### config.mk
export PLATFORM = sky130hd
export DESIGN_NAME = pmaa_core
export DESIGN_NICKNAME = d
export VERILOG_FILES = /design/src/include/pmaa_pkg.sv /design/src/core/pmaa_core.sv
export SDC_FILE = /design/constraint.sdc
export NUM_CORES = 2
export LEC_CHECK = 0
export BUFFER_PORTS_ARGS = -buffer_cell sky130_fd_sc_hd__buf_2
export CAP_MARGIN = 25
export CORE_MARGIN = 3
export CORE_UTILIZATION = 60
export DETAILED_ROUTE_END_ITERATION = 8
export PLACE_DENSITY_LB_ADDON = 0.15
export SYNTH_ARGS = -nofsm -noshare
export SYNTH_HDL_FRONTEND = slang
export SYNTH_SLANG_ARGS = --single-unit
### constraint.sdc
create_clock -name I_CLK -period 22.6 [get_ports I_CLK]
set_input_delay 6.78 -clock I_CLK [delete_from_list [all_inputs] [get_ports I_CLK]]
set_output_delay 6.78 -clock I_CLK [all_outputs]
set_load 0.05 [all_outputs]
### src/include/pmaa_pkg.sv
// Package: register map, field layout, reset values and timing tables
`default_nettype none
package pmaa_pkg;
	// Register offsets
	localparam logic [7:0] ADDR_CFG = 8'h00;
	localparam logic [7:0] ADDR_SHUNT = 8'h01;
	localparam logic [7:0] ADDR_BUS = 8'h02;
	localparam logic [7:0] ADDR_POWER = 8'h03;
	localparam logic [7:0] ADDR_CURRENT = 8'h04;
	localparam logic [7:0] ADDR_CAL = 8'h05;
	localparam logic [7:0] ADDR_MASK = 8'h06;
	localparam logic [7:0] ADDR_LIMIT = 8'h07;
	// Configuration field positions
	localparam int CFG_MODE_LSB = 0;
	localparam int CFG_SCT_LSB = 3;
	localparam int CFG_BCT_LSB = 6;
	localparam int CFG_AVG_LSB = 9;
	// Mask/enable field positions
	localparam int MSK_SOL = 15;
	localparam int MSK_SUL = 14;
	localparam int MSK_BOL = 13;
	localparam int MSK_BUL = 12;
	localparam int MSK_POL = 11;
	localparam int MSK_CONV_DONE_ALERT_EN = 10;
	localparam int MSK_AFF = 4;
	localparam int MSK_CONV_DONE_FLAG = 3;
	localparam int MSK_ALERT_POLARITY_SEL = 1;
	localparam int MSK_LEN = 0;
	// Reset values
	localparam logic [15:0] CFG_RESET = 16'h0127;
	localparam logic [15:0] WORD_RESET = 16'h0000;
	// Conversion times in microseconds, selected by a 3-bit code
	localparam int CONV_TIME_US [8] = '{150, 204, 332, 588, 1036, 2116,
		4156, 7736};
	// Average count as a power of two, selected by a 3-bit code
	localparam int AVG_SHIFT [8] = '{0, 2, 4, 6, 7, 8, 9, 10};
	// Current and power scaling
	localparam int CUR_SHIFT = 11;
	localparam logic [15:0] POWER_DIV = 16'h4E20;
	// Sequencer states
	typedef enum logic [1:0] {
		ST_IDLE = 2'b00,
		ST_SHUNT = 2'b01,
		ST_BUS = 2'b10,
		ST_ACC = 2'b11
	} pmaa_state_type;
endpackage : pmaa_pkg
`default_nettype wire

### src/core/pmaa_core.sv
// Monitor back end: sequencer, averaging, result registers and alert
`default_nettype none
module pmaa_core
	import pmaa_pkg::*;
#(
	parameter int CYCLES_PER_US = 25
) (
	input wire logic I_CLK,
	input wire logic I_RESET_N,
	input wire logic I_REG_WR,
	input wire logic I_REG_RD,
	input wire logic [7:0] I_REG_ADDR,
	input wire logic [15:0] I_REG_WDATA,
	output logic [15:0] O_REG_RDATA,
	input wire logic [15:0] I_SHUNT_CODE,
	input wire logic [15:0] I_BUS_CODE,
	output logic O_CONV_SHUNT,
	output logic O_CONV_BUS,
	output logic O_ALERT_OUT,
	output logic O_ALERT_OE
);

	// Elaboration check on the clock scale
	if (CYCLES_PER_US < 1 || CYCLES_PER_US > 80) begin : g_bad_scale
		$error("CYCLES_PER_US out of range");
	end

	// Picks the most significant enabled comparison, one-hot
	function automatic logic [4:0] pick_func(input logic [4:0] en);
		logic [4:0] r;
		r = 5'h0_0;
		if (en[4])
			r = 5'h1_0;
		else if (en[3])
			r = 5'h0_8;
		else if (en[2])
			r = 5'h0_4;
		else if (en[1])
			r = 5'h0_2;
		else if (en[0])
			r = 5'h0_1;
		return r;
	endfunction

	// Conversion period in clock cycles for a time code
	function automatic logic [23:0] conv_cycles(input logic [2:0] code);
		return 24'(CONV_TIME_US[code] * CYCLES_PER_US);
	endfunction

	pmaa_state_type state_q, state_d;
	logic [15:0] cfg_q, limit_q, cal_q;
	logic cal_wr_q;
	logic [4:0] en_q;
	logic conv_done_alert_en_q, pol_q, len_q, aff_q, conv_done_flag_q;
	logic [15:0] shunt_res_q, bus_res_q, cur_res_q, pow_res_q;
	logic [15:0] shunt_smp_q, bus_smp_q, cur_smp_q, pow_smp_q;
	logic [25:0] acc_shunt_q, acc_bus_q, acc_cur_q, acc_pow_q;
	logic [10:0] seq_cnt_q;
	logic [23:0] timer_q, timer_d;
	logic [15:0] shunt_m_q, shunt_s_q, bus_m_q, bus_s_q;
	logic [15:0] rdata_q;
	logic conv_shunt_q, conv_bus_q, alert_oe_q;

	// Register access decode
	wire wr_cfg = I_REG_WR && (I_REG_ADDR == ADDR_CFG);
	wire wr_cal = I_REG_WR && (I_REG_ADDR == ADDR_CAL);
	wire wr_mask = I_REG_WR && (I_REG_ADDR == ADDR_MASK);
	wire wr_limit = I_REG_WR && (I_REG_ADDR == ADDR_LIMIT);
	wire rd_mask = I_REG_RD && (I_REG_ADDR == ADDR_MASK);
	wire [2:0] new_mode = I_REG_WDATA[CFG_MODE_LSB+:3];
	wire new_active = (new_mode[1:0] != 2'b00);

	// Mode fields of the stored configuration
	wire [2:0] mode = cfg_q[CFG_MODE_LSB+:3];
	wire do_shunt = mode[0];
	wire do_bus = mode[1];
	wire continuous = mode[2];
	wire [3:0] avg_shift = 4'(AVG_SHIFT[cfg_q[CFG_AVG_LSB+:3]]);
	wire [10:0] avg_n = 11'(11'h0_01 << avg_shift);

	// Timer reload values, one per conversion kind
	// separate conversion times
	wire [23:0] shunt_len = conv_cycles(cfg_q[CFG_SCT_LSB+:3]) - 24'h00_0001;
	wire [23:0] bus_len = conv_cycles(cfg_q[CFG_BCT_LSB+:3]) - 24'h00_0001;
	wire [23:0] new_shunt_len =
		conv_cycles(I_REG_WDATA[CFG_SCT_LSB+:3]) - 24'h00_0001;
	wire [23:0] new_bus_len =
		conv_cycles(I_REG_WDATA[CFG_BCT_LSB+:3]) - 24'h00_0001;

	// End-of-conversion strobes
	wire shunt_end = (state_q == ST_SHUNT) && (timer_q == 24'h00_0000);
	wire bus_end = (state_q == ST_BUS) && (timer_q == 24'h00_0000);
	wire last_seq = ((seq_cnt_q + 11'h0_01) == avg_n);
	wire seq_done = (state_q == ST_ACC) && last_seq;

	// current from shunt and calibration, zero until calibrated
	wire signed [32:0] cur_prod = $signed(shunt_s_q) * $signed({1'b0, cal_q});
	wire [15:0] cur_val = cal_wr_q ? cur_prod[CUR_SHIFT+:16] : WORD_RESET;

	// power from bus and current, zero until calibrated
	wire [15:0] cur_abs = cur_smp_q[15] ? 16'(-cur_smp_q) : cur_smp_q;
	wire [31:0] pow_prod = cur_abs * bus_s_q;
	wire [31:0] pow_quot = pow_prod / {16'h0000, POWER_DIV};
	wire [15:0] pow_val = cal_wr_q ? pow_quot[15:0] : WORD_RESET;

	// only the highest enabled comparison is served
	wire [4:0] sel = pick_func(en_q);
	wire viol_shunt = (sel[4] && $signed(shunt_s_q) > $signed(limit_q))
		|| (sel[3] && $signed(shunt_s_q) < $signed(limit_q));
	wire viol_bus = (sel[2] && bus_s_q > limit_q)
		|| (sel[1] && bus_s_q < limit_q) || (sel[0] && pow_val > limit_q);
	wire cmp_shunt = shunt_end && (sel[4] || sel[3]);
	wire cmp_bus = bus_end && (sel[2] || sel[1] || sel[0]);
	wire cmp_evt = cmp_shunt || cmp_bus;
	wire viol = (cmp_shunt && viol_shunt) || (cmp_bus && viol_bus);

	// config write and mask read release the alert flag
	wire clr_aff = wr_cfg || rd_mask;
	// ready flag clears on active config write or mask read
	wire clr_conv_done_flag = (wr_cfg && new_active) || rd_mask;

	// flag drives the pin; ready may also drive it
	// ready joins only while its enable is set
	wire alert_on = aff_q || (conv_done_alert_en_q && conv_done_flag_q);
	// open drain, pull down while active-low alert or idle active-high
	wire alert_oe_d = alert_on ^ pol_q;

	// Sequencer next state and timer
	always_comb begin
		state_d = state_q;
		timer_d = (timer_q == 24'h00_0000) ? timer_q : timer_q - 24'h00_0001;
		case (state_q)
			ST_IDLE: begin
				state_d = ST_IDLE;
			end
			ST_SHUNT: begin
				if (shunt_end) begin
					state_d = do_bus ? ST_BUS : ST_ACC;
					timer_d = bus_len;
				end
			end
			ST_BUS: begin
				if (bus_end)
					state_d = ST_ACC;
			end
			ST_ACC: begin
				if (last_seq && !continuous)
					state_d = ST_IDLE;
				else begin
					state_d = do_shunt ? ST_SHUNT : ST_BUS;
					timer_d = do_shunt ? shunt_len : bus_len;
				end
			end
			default: begin
				state_d = ST_IDLE;
			end
		endcase
		// each active config write starts a fresh cycle; a power-down write goes to idle
		if (wr_cfg) begin
			if (!new_active)
				state_d = ST_IDLE;
			else if (new_mode[0]) begin
				state_d = ST_SHUNT;
				timer_d = new_shunt_len;
			end else begin
				state_d = ST_BUS;
				timer_d = new_bus_len;
			end
		end
	end

	// Accumulated sums including the current sequence
	wire [25:0] sum_shunt = acc_shunt_q + {{10{shunt_smp_q[15]}}, shunt_smp_q};
	wire [25:0] sum_cur = acc_cur_q + {{10{cur_smp_q[15]}}, cur_smp_q};
	wire [25:0] sum_bus = acc_bus_q + {10'h000, bus_smp_q};
	wire [25:0] sum_pow = acc_pow_q + {10'h000, pow_smp_q};
	wire [25:0] avg_shunt = 26'($signed(sum_shunt) >>> avg_shift);
	wire [25:0] avg_cur = 26'($signed(sum_cur) >>> avg_shift);
	wire [25:0] avg_bus = sum_bus >> avg_shift;
	wire [25:0] avg_pow = sum_pow >> avg_shift;

	// Read data selection
	wire [15:0] mask_view = {en_q, conv_done_alert_en_q, 5'h00, aff_q, conv_done_flag_q, 1'b0,
		pol_q, len_q};
	wire [15:0] rd_mux =
		(I_REG_ADDR == ADDR_CFG) ? cfg_q :
		(I_REG_ADDR == ADDR_SHUNT) ? shunt_res_q :
		(I_REG_ADDR == ADDR_BUS) ? bus_res_q :
		(I_REG_ADDR == ADDR_POWER) ? pow_res_q :
		(I_REG_ADDR == ADDR_CURRENT) ? cur_res_q :
		(I_REG_ADDR == ADDR_CAL) ? cal_q :
		(I_REG_ADDR == ADDR_MASK) ? mask_view :
		(I_REG_ADDR == ADDR_LIMIT) ? limit_q : WORD_RESET;

	// Two-flop capture of the converter words
	always_ff @(posedge I_CLK) begin
		shunt_m_q <= I_SHUNT_CODE;
		shunt_s_q <= shunt_m_q;
		bus_m_q <= I_BUS_CODE;
		bus_s_q <= bus_m_q;
	end

	// Host-written registers
	always_ff @(posedge I_CLK) begin
		if (!I_RESET_N) begin
			cfg_q <= CFG_RESET;
			cal_q <= WORD_RESET;
			cal_wr_q <= 1'b0;
			limit_q <= WORD_RESET;
			{en_q, conv_done_alert_en_q, pol_q, len_q} <= 8'h00;
		end else begin
			if (wr_cfg)
				cfg_q <= I_REG_WDATA;
			if (wr_cal) begin
				cal_q <= I_REG_WDATA;
				cal_wr_q <= 1'b1;
			end
			if (wr_limit)
				limit_q <= I_REG_WDATA;
			if (wr_mask)
				{en_q, conv_done_alert_en_q, pol_q, len_q} <= {I_REG_WDATA[15:10],
					I_REG_WDATA[MSK_ALERT_POLARITY_SEL], I_REG_WDATA[MSK_LEN]};
		end
	end

	// Sequencer state and per-conversion samples
	always_ff @(posedge I_CLK) begin
		if (!I_RESET_N) begin
			state_q <= ST_IDLE;
			timer_q <= 24'h00_0000;
			{shunt_smp_q, cur_smp_q, bus_smp_q} <= 48'h0000_0000_0000;
			pow_smp_q <= WORD_RESET;
		end else begin
			// interval is the enabled conversion times plus one accumulate cycle per sequence
			state_q <= state_d;
			timer_q <= timer_d;
			if (shunt_end) begin
				shunt_smp_q <= shunt_s_q;
				cur_smp_q <= cur_val;
			end
			if (bus_end) begin
				bus_smp_q <= bus_s_q;
				pow_smp_q <= pow_val;
			end
		end
	end

	// Accumulators and sequence count
	always_ff @(posedge I_CLK) begin
		if (!I_RESET_N || wr_cfg || seq_done) begin
			{acc_shunt_q, acc_cur_q} <= 52'h0_0000_0000_0000;
			{acc_bus_q, acc_pow_q} <= 52'h0_0000_0000_0000;
			seq_cnt_q <= 11'h0_00;
		end else if (state_q == ST_ACC) begin
			// current and power; shunt and bus
			acc_shunt_q <= sum_shunt;
			acc_cur_q <= sum_cur;
			acc_bus_q <= sum_bus;
			acc_pow_q <= sum_pow;
			seq_cnt_q <= seq_cnt_q + 11'h0_01;
		end
	end

	// Result registers update only when the average count completes
	always_ff @(posedge I_CLK) begin
		if (!I_RESET_N) begin
			{shunt_res_q, bus_res_q} <= 32'h0000_0000;
			{cur_res_q, pow_res_q} <= 32'h0000_0000;
		end else if (seq_done) begin
			shunt_res_q <= avg_shunt[15:0];
			bus_res_q <= avg_bus[15:0];
			cur_res_q <= avg_cur[15:0];
			pow_res_q <= avg_pow[15:0];
		end
	end

	// Status flags: a set in the same cycle as a clear wins
	always_ff @(posedge I_CLK) begin
		if (!I_RESET_N) begin
			conv_done_flag_q <= 1'b0;
			aff_q <= 1'b0;
		end else begin
			conv_done_flag_q <= seq_done || (conv_done_flag_q && !clr_conv_done_flag);
			// latched hold; unlatched follows each check
			if (viol)
				aff_q <= 1'b1;
			else if (clr_aff || (cmp_evt && !len_q))
				aff_q <= 1'b0;
		end
	end

	// Registered outputs
	always_ff @(posedge I_CLK) begin
		if (!I_RESET_N) begin
			rdata_q <= WORD_RESET;
			conv_shunt_q <= 1'b0;
			conv_bus_q <= 1'b0;
			alert_oe_q <= 1'b0;
		end else begin
			if (I_REG_RD)
				rdata_q <= rd_mux;
			conv_shunt_q <= (state_d == ST_SHUNT);
			conv_bus_q <= (state_d == ST_BUS);
			alert_oe_q <= alert_oe_d;
		end
	end

	assign O_REG_RDATA = rdata_q;
	assign O_CONV_SHUNT = conv_shunt_q;
	assign O_CONV_BUS = conv_bus_q;
	assign O_ALERT_OE = alert_oe_q;
	assign O_ALERT_OUT = 1'b0;
endmodule : pmaa_core
`default_nettype wire

=== Word-level counts from Yosys, hierarchy flattened ===
Memories as Yosys holds them, arrays and structs flattened.
Cells that the tools add are included.

* Flip-flop bits (word level): 411
* Logic and storage cells: 181
* Bits in writable memories: 0
* Memory bits (read-only): 1,280
* Latch bits: 0
* Output and inout port bits: 20
* Memories kept: 5

* Div/mod/pow operators: 1
* Shift operators: 5
* $mul: 6
* Reduce and logical (&&, ||, !) cells: 46
* Multiplexer cells: 45
* Add/sub/neg operators: 11
* Equality and inequality tests: 13
* $lt $le $gt $ge: 10
* Bitwise gates (word level): 6

{| class="wikitable"
|+ Memory list
! memory !! depth !! width !! rd ports !! clocked after Yosys merged registers in !! write ports !! RTL line !! text
|-
| (name not given) || 8 || 32 || 1 || 0 || 0 || pmaa_core.sv:47 || <nowiki>return 24'(CONV_TIME_US[code] * CYCLES_PER_US);</nowiki>
|-
| (name not given) || 8 || 32 || 1 || 0 || 0 || pmaa_core.sv:47 ||
|-
| (name not given) || 8 || 32 || 1 || 0 || 0 || pmaa_core.sv:47 ||
|-
| (name not given) || 8 || 32 || 1 || 0 || 0 || pmaa_core.sv:47 ||
|-
| (name not given) || 8 || 32 || 1 || 0 || 0 || pmaa_core.sv:78 || <nowiki>wire [3:0] avg_shift = 4'(AVG_SHIFT[cfg_q[CFG_AVG_LSB+:3]]);</nowiki>
|}

{| class="wikitable"
|+ Operator list
! operator !! count
|-
| 2-to-1 mux 32 bit || 8
|-
| 2-to-1 mux 16 bit || 11
|-
| 2-to-1 mux 24 bit || 7
|-
| multiplier 32 x 6 -> 24 bit, second input constant || 4
|-
| subtractor 24 x 1 -> 24 bit, second input constant || 5
|-
| adder 26 x 16 -> 26 bit || 2
|-
| adder 26 bit || 2
|-
| right shift 26 x 4 -> 16 bit || 2
|-
| >>> shifter 26 x 4 -> 16 bit || 2
|-
| > comparator 16 bit || 3
|-
| one-hot mux 24 bit (2 select lines) || 1
|-
| divider 32 x 15 -> 32 bit, second input constant || 1
|-
| equality test 8 x 3 -> 1 bit, second input constant || 4
|-
| < comparator 16 bit || 2
|-
| multiplier 16 x 16 -> 32 bit || 1
|-
| multiplier 16 x 17 -> 27 bit || 1
|-
| zero test 24 bit || 1
|-
| logical AND 1 bit || 22
|-
| greater-or-equal comparator 4 bit, second input constant || 5
|-
| NOT 3 -> 4 bit || 5
|-
| equality test 8 x 2 -> 1 bit, second input constant || 2
|-
| 2-to-1 mux 2 bit || 8
|-
| negation 16 bit || 1
|-
| logical OR 1 bit || 15
|-
| 16 further kinds || 28
|}

=== Logic depth before layout (Yosys ltp) ===
* Depth after elaboration: 13
* Depth in mapped cells: 108
* Depth with buffers taken out: 97

=== Worst setup path before layout ===
Ideal clock, no wire load.

* Path type: register to register
* From: reg cur_smp_q[2]
* To: reg aff_q
* Stages on the path, launching flop included: 101
* Setup slack: -0.715 ns
* Setup time: 0.076 ns
* Arrival: 23.240 ns
* Required time: 22.524 ns
* Path through: dfxtp_1 > nor4_1 > inv_1 > nor3_1 > nand3_1 > o41ai_1 > xnor2_1 > clkbuf_1 > nand2_1 > fa_1 > inv_1 > fa_1 > inv_1 > fa_1 > inv_1 > fa_1 > fa_1 > inv_1 > [65 not listed] > o2111a_1 > o22ai_1 > a31o_1 > and2_1 > ha_1 > nor2b_1 > o21ai_0 > nand2b_1 > a21oi_1 > nor2b_1 > o21ai_0 > nand2b_1 > a21oi_1 > nor2b_1 > o21ai_0 > a221oi_1 > o21bai_1 > a21boi_0

* Word-level cells in the longest chain between the ends: 11
* Elaborated cells on any way between the ends: 12
* Those cells by class: add/sub: 1; mul: 1; div: 1; order compare: 1; mux: 3; reduce/logical: 5

{| class="wikitable"
|+ Ends and longest elaborated chain
! element !! RTL line !! text
|-
| start, declared || pmaa_core.sv:56 || <nowiki>logic [15:0] shunt_smp_q, bus_smp_q, cur_smp_q, pow_smp_q;</nowiki>
|-
| start signal, assigned || pmaa_core.sv:239 || <nowiki>cur_smp_q <= cur_val;</nowiki>
|-
| negation 16 bit || pmaa_core.sv:101 || <nowiki>wire [15:0] cur_abs = cur_smp_q[15] ? 16'(-cur_smp_q) : cur_smp_q;</nowiki>
|-
| 2-to-1 mux 16 bit (*) || pmaa_core.sv:101 ||
|-
| multiplier 16 x 16 -> 32 bit (*) || pmaa_core.sv:102 || <nowiki>wire [31:0] pow_prod = cur_abs * bus_s_q;</nowiki>
|-
| divider 32 x 15 -> 32 bit (*) || pmaa_core.sv:103 || <nowiki>wire [31:0] pow_quot = pow_prod / {16'h0000, POWER_DIV};</nowiki>
|-
| 2-to-1 mux 16 bit (*) || pmaa_core.sv:104 || <nowiki>wire [15:0] pow_val = cal_wr_q ? pow_quot[15:0] : WORD_RESET;</nowiki>
|-
| > comparator 16 bit (*) || pmaa_core.sv:111 || <nowiki>|| (sel[1] && bus_s_q < limit_q) || (sel[0] && pow_val > limit_q);</nowiki>
|-
| logical AND 1 bit (*) || pmaa_core.sv:111 ||
|-
| logical OR 1 bit (*) || pmaa_core.sv:111 ||
|-
| logical AND 1 bit (*) || pmaa_core.sv:115 || <nowiki>wire viol = (cmp_shunt && viol_shunt) || (cmp_bus && viol_bus);</nowiki>
|-
| logical OR 1 bit (*) || pmaa_core.sv:115 ||
|-
| 2-to-1 mux 1 bit or nonzero test 2 bit (tied branches) || n/a ||
|-
| end signal, assigned || pmaa_core.sv:281 || <nowiki>aff_q <= 1'b0;</nowiki>
|-
| end signal, assigned || pmaa_core.sv:286 || <nowiki>aff_q <= 1'b1;</nowiki>
|-
| end signal, assigned || pmaa_core.sv:288 || <nowiki>aff_q <= 1'b0;</nowiki>
|-
| end, declared || pmaa_core.sv:54 || <nowiki>logic conv_done_alert_en_q, pol_q, len_q, aff_q, conv_done_flag_q;</nowiki>
|}

Mark *: on every way between the ends. The rest lies on a longest branch, timed or not.
A chain may end at the register's enable or synchronous reset.

=== Worst setup path in the final report ===
Same ends and word-level chain as after synthesis.

==> impl_metrics.ini <==
[critical_path]
crit_buf_inv = 23
arrival_ns = 23.77
rr_startpoint = cur_smp_q[2]$_SDFFE_PN0P_
cp-start-kind = register
slowest_delay_ns = 0.57
cpMaxStageDelayCell = fa_1
r2r_slack_ns = -0.60
crit_family = compound AO/OA/AOI/OAI gates
required_ns = 23.17
crit_start = cur_smp_q[2]$_SDFFE_PN0P_
crit_path_frequent_cell = buf_4
path_max_fanout = 10
critical_path_class = reg -> reg
critPathCaptureType = register

[die]
rows = 108
start_util_pct = 61.1
pin_count = 80
die_width_um = 305
die-area_um2 = 92700
coreArea_um2 = 87600
fp.dieH_um = 305

[synthesis]
synth_cells = 6740
ys_seq_area_share_pct = 15.4
synth.distinct_cells = 136
avgSynthCellArea_um2 = 7.93
yosysWarnings = 0
synth-edff-count = 0
async_flop_share_pct = 0
synthFlopType = dfxtp_1
netlist_area_um2 = 53500
ys_seq_elements = 411

[clocking]
cts_tree = done
cts_inserted_buffers = 50
h-tree-depth = 2
cts-root-buf = clkbuf_16
clkLatencyLatePin_ns = 0.64
cts.sinks = 411
clockBufferDepth = 3
hold_buffers = 0
clk_pin_slew_worst_paths_ns = 0.07

[grt]
grt-ovfl-total = 0
grt_pass1_vias = 52100
antenna_found_initial = 5
grt_use_total_pct = 36.8
grt_first_pass_wirelength_mm = 278
grt_max_degree = 133

[outcome]
status = finished, violations left
violations = setup timing

[pwr]
power.leakage_nw = 30.1
ir_worst_vdd_mv = 0.0749
powerDensity_nw_per_um2 = 32.2

[timing]
drv_slew = 0
fmax_ghz = 0.0431
fin_ws_ns = -0.604
setup_viol = 1
slew_headroom_pct = 24.9
hold_viol_final = 0
timing.final.crit_share_pct = 103
tns_ns = -0.604
skew_ns = 0.0405
layout_min_cycle_time_ns = 23.20
tightest_slew_ns = 1.13
rsz0062_at_grt = true
fin_hold_ws_ns = 0.316

[finish]
fill_cells = 6964
synthToLayoutAreaGrowth_pct = 19.4
drive_gt1_share_pct = 18.5
final_area_um2 = 63900
final_nets = 8361

[detailed_routing]
drc = 0
drt_iter0_drc = 4746
first_pass_iters = 6
ant_nets = 0
vias = 52000
routedWlPerCell_um = 20.4
drt-total-wl_mm = 175
vias_per_cell = 6.06

[min_path]
hp-start = bus_m_q[8]$_DFF_P_
hold_path_class = reg -> reg

[job]
cap_violations = 0

[placement]
place.gp.congestion = 0.982
port_buffers = 78
hpwl_mm = 135
place_area_um2 = 60100
pre_cts_ws_ns = -1.25
cells in the final DEF (no fill, tap or decap), types with 59 or more instances in the layout:
cell      count
and2_1      236
nor2_1      394
xnor2_1     235
dfxtp_1     411
inv_1       669
nand3_1      89
nor3_1       59
fa_1        418
xor2_1      123
a21oi_1     434
a211oi_1     59
a21boi_0    123
o21ai_0     207
buf_2        78
ha_1        489
buf_4       832
nand2_1     941
nand2b_1     82
nor2b_1     174
mux2i_1      94
o21bai_1     78
a21o_1       79
o211ai_1     69
power breakdown:
group          switching, mW  leakage [nW]  total (mW)  internal, mW
clock network          0.351         0.851       0.854         0.502
logic                  0.251          25.9       0.423         0.172
registers             0.0326          3.34       0.783         0.750
total                  0.635          30.1        2.06          1.42
Yosys cell counts, types with 9 or more instances:
library cell  count  area, um2
a211o_1          12        105
a211oi_1         77        578
a21boi_0        125        938
a21o_1           80        601
a21oi_1         455       2280
a221oi_1         27        236
a22oi_1          43        323
a311oi_1          9       78.8
a31oi_1          43        269
and2_1          242       1510
and3_1           44        275
buf_1            25       93.8
buf_2            21        105
clkbuf_1        289       1080
dfxtp_1         411       8230
fa_1            418       8370
ha_1            500       6260
inv_1           669       2510
mux2_2           19        214
mux2i_1         101       1010
mux4_2           11        248
nand2_1         953       3580
nand2b_1         85        532
nand3_1          94        470
nand4_1          50        313
nor2_1          405       1520
nor2b_1         176       1100
nor3_1           68        340
nor4_1           22        138
o2111ai_1        13        114
o211a_1          26        260
o211ai_1         69        518
o21a_1           33        248
o21ai_0         219       1100
o21ai_1          30        150
o21bai_1         79        593
o221ai_1         32        280
o22ai_1          51        319
o311a_1          11        110
o31ai_1          25        188
o41ai_1          10       87.6
or3_1            28        175
or4_1            12       90.1
xnor2_1         252       2210
xor2_1          126       1100
routing by layer:
metal	part of all wire (%)	global-route usage [%]	wire, um
met2	46	61.1	81100
met4	5.8	18.5	10100
met3	7.9	5.61	13900
met1	40	46.6	69800
met5	0.018	0	31
sequential cells by signal (all words and copies together) (netlist names), 24 cells and up:
name         cells
acc_bus_q       26
acc_cur_q       26
acc_pow_q       26
acc_shunt_q     26
timer_q         24
worst paths after layout:
path / cells past startpoint / end
max reg2reg: 110 / aff_q$_SDFFE_PN0P_
min: 0 / bus_s_q[8]$_DFF_P_
max: 110 / aff_q$_SDFFE_PN0P_
min reg2reg: 0 / bus_s_q[8]$_DFF_P_
repair_timing:
action	4_1_cts	5_1_grt
endpoints found under the setup margin	1	3
pin swaps	123	54
resized for setup	196	56
hold endpoints to repair	0	0
cloned	2	0
buffers inserted	68	15
layout make-up:
class                   instances  area, um2  share of cell area [%]
repair buffers                931       6950                    10.9
clock buffers                  67       1430                    2.23
diodes                          2       5.00                 0.00784
clock inverters                26        290                   0.455
flip-flops and latches        411       8230                    12.9
well taps                    1155       1450                    2.26
multi-input cells            5316      43000                    67.3
inverters                     673       2530                    3.96
cells by family (layout without fill, tap and decap cells):
family | count (synthesis) | in the layout | share of synthesized area, %
simple gates | 2247 | 2247 | 19.9
compound gates | 1621 | 1621 | 20.8
buf+inv | 1014 | 1697 | 7.22
fa+ha+maj | 927 | 927 | 27.5
flops | 411 | 411 | 15.4
xor+xnor | 385 | 385 | 6.43
mux | 133 | 133 | 2.80
other cells | 2 | 5 | 0.0140
stage by stage:
| stage | instances | power, mW | utilization [%] |
|---|---|---|---|
| 2_1_floorplan | 6741 | 1.09 | - |
| 3_3_place_gp | 8399 | 1.20 | 68.7 |
| 3_5_place_dp | 8399 | 1.21 | 68.7 |
| 4_1_cts | 8562 | 2.06 | 72.4 |
| 5_1_grt | 8579 | 2.14 | 72.9 |
| 6_report | 8581 | 2.06 | 72.9 |
Power figures use the tool's default switching activity.
